$ cat config.mk
export PLATFORM = sky130hd
export DESIGN_NAME = reset_and_boot_sequencer
export DESIGN_NICKNAME = d
export VERILOG_FILES = /design/src/rtl/reset_boot_pkg.sv /design/src/rtl/boot_copy_packer.sv /design/src/rtl/reset_and_boot_sequencer.sv
export VERILOG_INCLUDE_DIRS = /design/src /design/src/rtl
export SDC_FILE = /design/constraint.sdc
export NUM_CORES = 1
export LEC_CHECK = 0
export BUFFER_PORTS_ARGS = -buffer_cell sky130_fd_sc_hd__buf_2
export CORE_AREA = 3 3 127 117
export CTS_CLUSTER_SIZE = 12
export DETAILED_ROUTE_END_ITERATION = 10
export DIE_AREA = 0 0 130 120
export PLACE_DENSITY_LB_ADDON = 0.2
export SYNTH_ARGS = -nofsm -noshare
export SYNTH_HDL_FRONTEND = slang
export SYNTH_SLANG_ARGS = --single-unit
$ cat constraint.sdc
create_clock -name clk -period 3.03 [get_ports clk]
set_clock_uncertainty 0.15 [all_clocks]
set_input_delay 0 -clock clk [delete_from_list [all_inputs] [get_ports clk]]
set_output_delay 0 -clock clk [all_outputs]
set_load 0.03 [all_outputs]
$ cat src/rtl/reset_boot_params.svh
// constants for the reset and boot sequencer
`ifndef RESET_BOOT_PARAMS_SVH
`define RESET_BOOT_PARAMS_SVH

// boot mode pin codes
`define RB_CODE_NONE 2'h0
`define RB_CODE_HOST 2'h1
`define RB_CODE_ROM 2'h2

// boot copy size: bytes, and index of the last word
`define RB_COPY_BYTES 11'h400
`define RB_LAST_WORD 9'h0ff

// entry address of the cpu after any boot flow
`define RB_ENTRY_ADDR 32'h00000000

// packer lane of the last byte of a word
`define RB_LAST_LANE 2'h3

// reset values
`define RB_EMU_RST 2'h0
`define RB_CFG_RST 4'h0

`endif

$ cat src/rtl/reset_boot_pkg.sv
// types of the reset and boot sequencer
package reset_boot_pkg;

  // boot flow selected at reset release
  typedef enum logic [1:0] {BOOT_NONE, BOOT_HOST, BOOT_ROM} boot_mode_t;

  // sequencer states
  typedef enum logic [1:0] {
    ST_HOLD, ST_HOST_STALL, ST_COPY, ST_RUN
  } seq_state_t;

  // whole state of the sequencer
  typedef struct packed {
    logic rstPinS1;
    logic rstPinS2;
    logic rstPinPrev;
    logic trstS1;
    logic trstS2;
    logic trstPrev;
    logic [1:0] emuS1;
    logic [1:0] emuS2;
    logic [3:0] cfgS1;
    logic [3:0] cfgS2;
    seq_state_t state;
    boot_mode_t bootMode;
    logic pciSel;
    logic bigEndian;
    logic hostIntBit;
    logic cpuHostInt;
    logic [1:0] emuLatched;
    logic emuValid;
    logic [10:0] byteCnt;
    logic [8:0] wordCnt;
    logic [31:0] romAddr;
  } seq_reg_t;

  // whole state of the byte packer
  typedef struct packed {
    logic [1:0] lane;
    logic [31:0] acc;
    logic [31:0] word;
    logic wordValid;
  } pack_reg_t;

endpackage
$ cat src/rtl/boot_copy_packer.sv
// packs rom bytes into 32-bit words for the boot copy
`timescale 1ns/100ps
`default_nettype none
`include "reset_boot_params.svh"

module boot_copy_packer
  import reset_boot_pkg::*;
(
  // clock and reset
  input wire logic clk,
  input wire logic rst,
  input wire logic ce,
  // byte side
  input wire logic clear,
  input wire logic byteValid,
  input wire logic [7:0] byteData,
  input wire logic bigEndian,
  // word side
  output logic wordValid,
  output logic [31:0] wordData
);

  pack_reg_t r; // registered state
  pack_reg_t n; // next state

  ////////////////////////////////////////////////////////////////////////////
  // next state: lane order follows the endian choice
  always_comb begin
    logic [31:0] tmp;
    logic [1:0] pos;
    tmp = r.acc;
    pos = bigEndian ? ~r.lane : r.lane;
    n = r;
    n.wordValid = 1'b0;
    if (clear) begin
      // a new copy starts on lane zero
      n.lane = 2'h0;
    end else if (byteValid) begin
      tmp[{pos, 3'h0} +: 8] = byteData;
      n.acc = tmp;
      if (r.lane == `RB_LAST_LANE) begin
        // fourth byte closes the word
        n.word = tmp;
        n.wordValid = 1'b1;
        n.lane = 2'h0;
      end else begin
        n.lane = r.lane + 2'h1;
      end
    end
  end

  ////////////////////////////////////////////////////////////////////////////
  // state register, frozen while ce is low
  always_ff @(posedge clk) begin
    if (rst) begin
      r <= '0;
    end else if (ce) begin
      r <= n;
    end
  end

  assign wordValid = r.wordValid;
  assign wordData = r.word;
endmodule // boot_copy_packer
`default_nettype wire

$ cat src/rtl/reset_and_boot_sequencer.sv
// reset and boot sequencer: device reset, test reset, boot flows
// How it works
// low device reset holds everything in reset
// system asserts both resets at power-up
// device reset release alone boots normally
// idcode variant valid only after reset release
// undriven test reset pin pulls low
// test reset rise latches emulation pins; a rise while device reset is low is ignored
// host boot: cpu stalled, rest released
// host port or pci chosen by select
// host sets interrupt bit to finish boot
// ending interrupt not passed to cpu
// host may read and write memory
// bit set blocks new interrupts until cleared
// rom boot copies 1k bytes, cpu stalled
// bytes packed to words by endian
// copy end releases cpu at zero
// no boot runs from zero at once
// boot config sampled at reset release
`timescale 1ns/100ps
`default_nettype none
`include "reset_boot_params.svh"

module reset_and_boot_sequencer
  import reset_boot_pkg::*;
#(
  parameter logic HAS_PCI = 1'b1, // part carries a pci host interface
  parameter logic [31:0] BOOT_ROM_BASE = 32'h00000000 // boot rom space
) (
  // clock, reset, enable
  input wire logic clk,
  input wire logic rst,
  input wire logic ce,
  // device pins
  input wire logic resetPinN,
  input wire logic trstPinIn,
  input wire logic trstPinDriven,
  input wire logic emulationModePinHi,
  input wire logic emulationModePinLo,
  input wire logic [1:0] bootModePin,
  input wire logic pciSelPin,
  input wire logic bigEndianPin,
  // host port control bit
  input wire logic hostToCpuInterruptSet,
  output logic hostToCpuInterruptBit,
  output logic hostMemAccessEn,
  output logic hostPortSel,
  output logic hostPciSel,
  // cpu side
  input wire logic cpuIntClear,
  output logic hostToCpuInterruptCpu,
  output logic coreResetN,
  output logic periphResetN,
  output logic cpuStall,
  output logic cpuRun,
  output logic [31:0] cpuBootAddr,
  // test logic
  output logic testLogicReset,
  output logic idcodeVariantValid,
  output logic [1:0] emuModeLatched,
  output logic emuModeValid,
  // boot rom read
  output logic romRdReq,
  output logic [31:0] romRdAddr,
  output logic romDefaultTiming,
  input wire logic romRdValid,
  input wire logic [7:0] romRdData,
  // memory write of copied words
  output logic memWrEn,
  output logic [31:0] memWrAddr,
  output logic [31:0] memWrData
);

  seq_reg_t r; // registered state
  seq_reg_t n; // next state
  logic trstInternalPulldown; // pin level with the pull-down applied
  logic release_; // device reset rising edge, after sync
  logic pkClear; // restart packer lanes
  logic pkByteValid; // byte accepted from the rom
  logic pkWordValid; // packed word ready
  logic [31:0] pkWord; // packed word

  ////////////////////////////////////////////////////////////////////////////
  // helpers

  // map pin code to a boot flow; reserved code falls back to no boot
  function automatic boot_mode_t decodeBootMode(input logic [1:0] code);
    case (code)
      `RB_CODE_HOST: decodeBootMode = BOOT_HOST;
      `RB_CODE_ROM: decodeBootMode = BOOT_ROM;
      default: decodeBootMode = BOOT_NONE;
    endcase
  endfunction

  // an undriven pin reads low, so test logic starts in reset
  assign trstInternalPulldown = trstPinDriven ? trstPinIn : 1'b0;

  assign release_ = r.rstPinS2 && !r.rstPinPrev;

  ////////////////////////////////////////////////////////////////////////////
  // next state
  always_comb begin
    n = r;
    // two-stage synchronisers on every pin
    n.rstPinS1 = resetPinN;
    n.rstPinS2 = r.rstPinS1;
    n.rstPinPrev = r.rstPinS2;
    n.trstS1 = trstInternalPulldown;
    n.trstS2 = r.trstS1;
    n.trstPrev = r.trstS2;
    n.emuS1 = {emulationModePinHi, emulationModePinLo};
    n.emuS2 = r.emuS1;
    n.cfgS1 = {bigEndianPin, pciSelPin, bootModePin};
    n.cfgS2 = r.cfgS1;
    n.cpuHostInt = 1'b0;

    // emulation pins caught on a test reset rise once reset is released
    if (r.trstS2 && !r.trstPrev && r.rstPinS2) begin
      n.emuLatched = r.emuS2;
      n.emuValid = 1'b1;
    end

    // interrupt bit: a set in the cycle of a clear wins
    if (cpuIntClear) begin
      n.hostIntBit = 1'b0;
    end
    if (hostToCpuInterruptSet) begin
      n.hostIntBit = 1'b1;
      // forwarded only while running and not blocked by a pending bit
      if (r.state == ST_RUN && (!r.hostIntBit || cpuIntClear)) begin
        n.cpuHostInt = 1'b1;
      end
    end

    case (r.state)
      ST_HOLD: begin
        n.hostIntBit = 1'b0;
        n.byteCnt = '0;
        n.wordCnt = '0;
        // trst plays no part here: the device reset alone starts boot
        if (release_) begin
          // boot configuration frozen until the next reset
          n.bootMode = decodeBootMode(r.cfgS2[1:0]);
          n.pciSel = r.cfgS2[2];
          n.bigEndian = r.cfgS2[3];
          n.romAddr = BOOT_ROM_BASE;
          case (decodeBootMode(r.cfgS2[1:0]))
            BOOT_HOST: n.state = ST_HOST_STALL;
            BOOT_ROM: n.state = ST_COPY;
            default: n.state = ST_RUN;
          endcase
        end
      end
      ST_HOST_STALL: begin
        // the bit ends the stall but never reaches the cpu as an interrupt
        if (hostToCpuInterruptSet && r.bootMode == BOOT_HOST) begin
          n.state = ST_RUN;
        end
      end
      ST_COPY: begin
        // one rom byte per valid, up to the fixed copy size
        if (romRdValid && r.byteCnt < `RB_COPY_BYTES) begin
          n.byteCnt = r.byteCnt + 11'h1;
          n.romAddr = r.romAddr + 32'h1;
        end
        // single block: last word written ends the stall
        if (pkWordValid) begin
          n.wordCnt = r.wordCnt + 9'h1;
          if (r.wordCnt == `RB_LAST_WORD) begin
            n.state = ST_RUN;
          end
        end
      end
      ST_RUN: begin
        // running; only a device reset leaves this state
      end
      default: begin
        n.state = ST_HOLD;
      end
    endcase

    // device reset low overrides everything
    if (!r.rstPinS2) begin
      n.state = ST_HOLD;
      n.hostIntBit = 1'b0;
      n.cpuHostInt = 1'b0;
      n.emuValid = 1'b0;
      n.emuLatched = `RB_EMU_RST;
    end
  end

  ////////////////////////////////////////////////////////////////////////////
  // state register; rst is the power-on clear of the sequencer itself
  always_ff @(posedge clk) begin
    if (rst) begin
      r <= '0;
    end else if (ce) begin
      r <= n;
    end
  end

  ////////////////////////////////////////////////////////////////////////////
  // boot copy packer
  assign pkClear = release_;
  assign pkByteValid = romRdReq && romRdValid;

  boot_copy_packer u_packer (
    .clk(clk),
    .rst(rst),
    .ce(ce),
    .clear(pkClear),
    .byteValid(pkByteValid),
    .byteData(romRdData),
    .bigEndian(r.bigEndian),
    .wordValid(pkWordValid),
    .wordData(pkWord)
  );

  ////////////////////////////////////////////////////////////////////////////
  // outputs, all decoded from registered state
  assign coreResetN = (r.state != ST_HOLD);
  assign periphResetN = (r.state != ST_HOLD);
  assign cpuStall = (r.state == ST_HOST_STALL) || (r.state == ST_COPY);
  assign cpuRun = (r.state == ST_RUN);
  assign cpuBootAddr = `RB_ENTRY_ADDR;
  // host reaches all memory whenever host boot was chosen
  assign hostMemAccessEn = (r.state != ST_HOLD) &&
                           (r.bootMode == BOOT_HOST);
  // parts without pci always use the host port
  assign hostPciSel = hostMemAccessEn && HAS_PCI && r.pciSel;
  assign hostPortSel = hostMemAccessEn && !(HAS_PCI && r.pciSel);
  assign hostToCpuInterruptBit = r.hostIntBit;
  assign hostToCpuInterruptCpu = r.cpuHostInt;
  // test reset is active low on the pin, shown here active high
  assign testLogicReset = !r.trstS2;
  assign idcodeVariantValid = r.rstPinS2 && (r.state != ST_HOLD);
  assign emuModeLatched = r.emuLatched;
  assign emuModeValid = r.emuValid;
  // rom request holds through the copy until all copy bytes have arrived
  assign romRdReq = (r.state == ST_COPY) && (r.byteCnt < `RB_COPY_BYTES);
  assign romRdAddr = r.romAddr;
  assign romDefaultTiming = (r.state == ST_COPY);
  assign memWrEn = pkWordValid;
  assign memWrAddr = {21'h0, r.wordCnt, 2'h0};
  assign memWrData = pkWord;
endmodule // reset_and_boot_sequencer
`default_nettype wire

==> impl_metrics.yaml <==
clock_tree:
  cts_buffer_depth: 2
  cts_setup_buffers: 0
  cts.htree.levels: 4
  cts_buffers: 17
  post_cts_resized: 0
  cts.clk_slew.worst_paths_ns: 0.06
  hold_buffers: 31
  worstSkewPairLatency_ns: 0.42
  cts_root_buf: "clkbuf_16"
  cts_tree: "yes"
  cts.sinks: 148
place:
  dp.final_hpwl_um: 10300
  gp_congestion: 0.820
  io_buffers: 112
  place_ws_ns: 0.388
  post_dp_cell_area_um2: 7410
worst_setup_path:
  crit_path_top_delay_cell: "dlygate4sd3_1"
  crit_required_ns: 3.18
  worstPathArrival_ns: 2.87
  critical_path_class: "reg2reg"
  crit_family: "buffers and inverters"
  max_stage_delay_ns: 0.57
  cpMostUsedCell: "dlygate4sd3_1"
  worstPathMaxFanout: 11
  crit_chain: "inv_1 > ha_1 > nor2b_1 > a21o_1 > a32oi_1 > dlygate4sd3_1 > nor2_1 > dlygate4sd3_1"
  startpoint_type: "register"
  cp-end-kind: "register"
  cp_num_buf_inv: 3
finish:
  area_growth_pct: 11.8
  drive_gt1_frac: 0.185
  nets: 962
  final_cell_mix: "148 x dfxtp_1, 144 x nor2_1, 112 x buf_2"
  n_antenna_cell: 0
  final_common_cell: "dfxtp_1"
  stdcell_area_um2: 8330
global_route:
  grt_max_degree: 67
  antenna_found_initial: 0
  grt_util_all_layers: 0.200
  use_met3: 0.0472
  grt_overflow_total: 0
  grt_pass1_wl_um: 25300
  use_met1: 0.285
  grt_busiest_layer: "met2"
  grt_pass1_vias: 5042
  met2_usage: 0.297
synth:
  synth-seq-cells: 148
  mappedNetlistArea_um2: 7450
  synth_cells: 873
  ys_warn_count: 0
  seq_area_frac_synth: 0.398
  async_flop_share: 0
  avgSynthCellArea_um2: 8.53
  synth_edf_count: 0
  yosysUniqueCellTypes: 59
  synth_ff_type: "dfxtp_1"
route:
  remaining_drc_errors: 0
  drt-initial-drc-count: 281
  detail-route-antenna-nets: 0
  wirelength_um: 15100
  firstDrtPassIters: 4
  num_vias: 5655
  wl_per_cell_um: 13.6
  vias_per_cell: 5.09
sta:
  whs_ns: 0.0513
  finalSetupViolCount: 0
  finalCritPeriodShare: 0.898
  rsz0062_at_grt: "no"
  min_period_ns: 2.72
  setup-tns-final_ns: 0
  slew_headroom: 0.540
  fmax_mhz: 368
  worstMarginPinSlew_ns: 0.690
  fin_ws_ns: 0.309
  slew_violations: 0
  finalHoldViolations: 0
die:
  core_um2: 13800
  dieHeight_um: 120
  row_count: 41
  ios: 168
  initial_core_util: 0.540
  die_x_um: 130
  dieArea_um2: 15600
outcome:
  status: "complete, no violations"
pwr:
  pwr-share-comb: 0.061
  p_clk_frac: 0.489
  switching_share: 0.225
  p_int_mw: 3.39
  seqPwrFrac: 0.450
  power_density_nw_per_um2: 525
  power_mw: 4.38
  leakage_nw: 3.45
  max-vdd-ir-drop_mv: 0.407
  switchingPower_mw: 0.984
run:
  cap_violations: 0
min_path:
  hold_class: "in2reg"
-- sequential cells by signal (all words and copies together), names as in the netlist --
signal	cells
hostToCpuInterruptCpu	1
memWrAddr	9
n	10
u_packer.wordData	32
emuModeValid	1
hostToCpuInterruptBit	1
u_packer.wordValid	1
emuModeLatched	2
r	25
romRdAddr	32
u_packer.r	34
-- worst register-to-register path, delay by kind of cell, from the launching register on --
kind	cells	cell delay, ns
flip-flops	1	0.34
AND/OR/NAND/NOR	2	0.18
adder cells (fa/ha/maj)	1	0.38
buffers and inverters	3	1.23
AO/OA/AOI/OAI	2	0.33
-- Yosys cell counts, types with 11 or more instances --
cell,n,area [um2]
nand3_1,13,65.1
nor2b_1,21,131
xor2_1,28,245
a21oi_1,46,230
xnor2_1,11,96.3
a211oi_1,64,480
clkbuf_1,31,116
nor2_1,145,544
nand4_1,24,150
ha_1,12,150
inv_1,14,52.6
nand2_1,30,113
buf_4,131,983
and3_1,22,138
dfxtp_1,148,2960
mux2i_1,21,210
-- power by group through the flow --
stage	Sequential [mW]	Clock [mW]	Combinational [mW]
floorplan	2.01	0	0.250
global placement	2.01	0	0.236
detailed placement	2.01	0	0.237
CTS	1.97	2.19	0.265
global route	1.97	2.27	0.290
finish	1.97	2.14	0.267
-- layer usage --
layer	part of all wire	vias up	wire [um]
met3	0.043	16	654
li1	-	2956	-
met1	0.50	2569	7520
met5	0	-	0
met2	0.45	114	6780
met4	0.012	0	178
-- cell type report --
type	instances	area, um2
well taps	172	215
clock inverters	9	126
fillers	1216	5470
inverters	16	60.1
flip-flops and latches	148	2960
clock buffers	23	478
multi-input cells	587	3470
repair buffers	157	1010
-- per-stage QoR --
step | utilization | instances
6_report | 0.604 | 1112
5_1_grt | 0.604 | 1112
4_1_cts | 0.604 | 1112
3_5_place_dp | 0.537 | 1049
3_3_place_gp | 0.537 | 1049
2_1_floorplan | - | 927
-- kinds of logic (layout without fill, tap and decap cells) --
group           count (synthesis)  count (layout)  synth area share
other cells                     1              55          0.000503
flops                         148             148             0.398
mux                            24              24            0.0328
compound gates                148             148             0.134
simple gates                  309             309             0.205
xor+xnor                       39              39            0.0459
fa+ha+maj                      12              12            0.0202
buf+inv                       192             205             0.165
-- final timing paths --
check	startpoint	end	slack, ns	depth (start not counted)
setup / recovery	r[61]	hostToCpuInterruptBit	0.31	8
hold / removal	ce	memWrAddr[3]	0.05	4
setup reg to reg	r[61]	hostToCpuInterruptBit	0.31	8
hold reg to reg	romRdAddr[31]	romRdAddr[31]	0.34	2
Note: power is estimated with default switching activity, not from simulation.
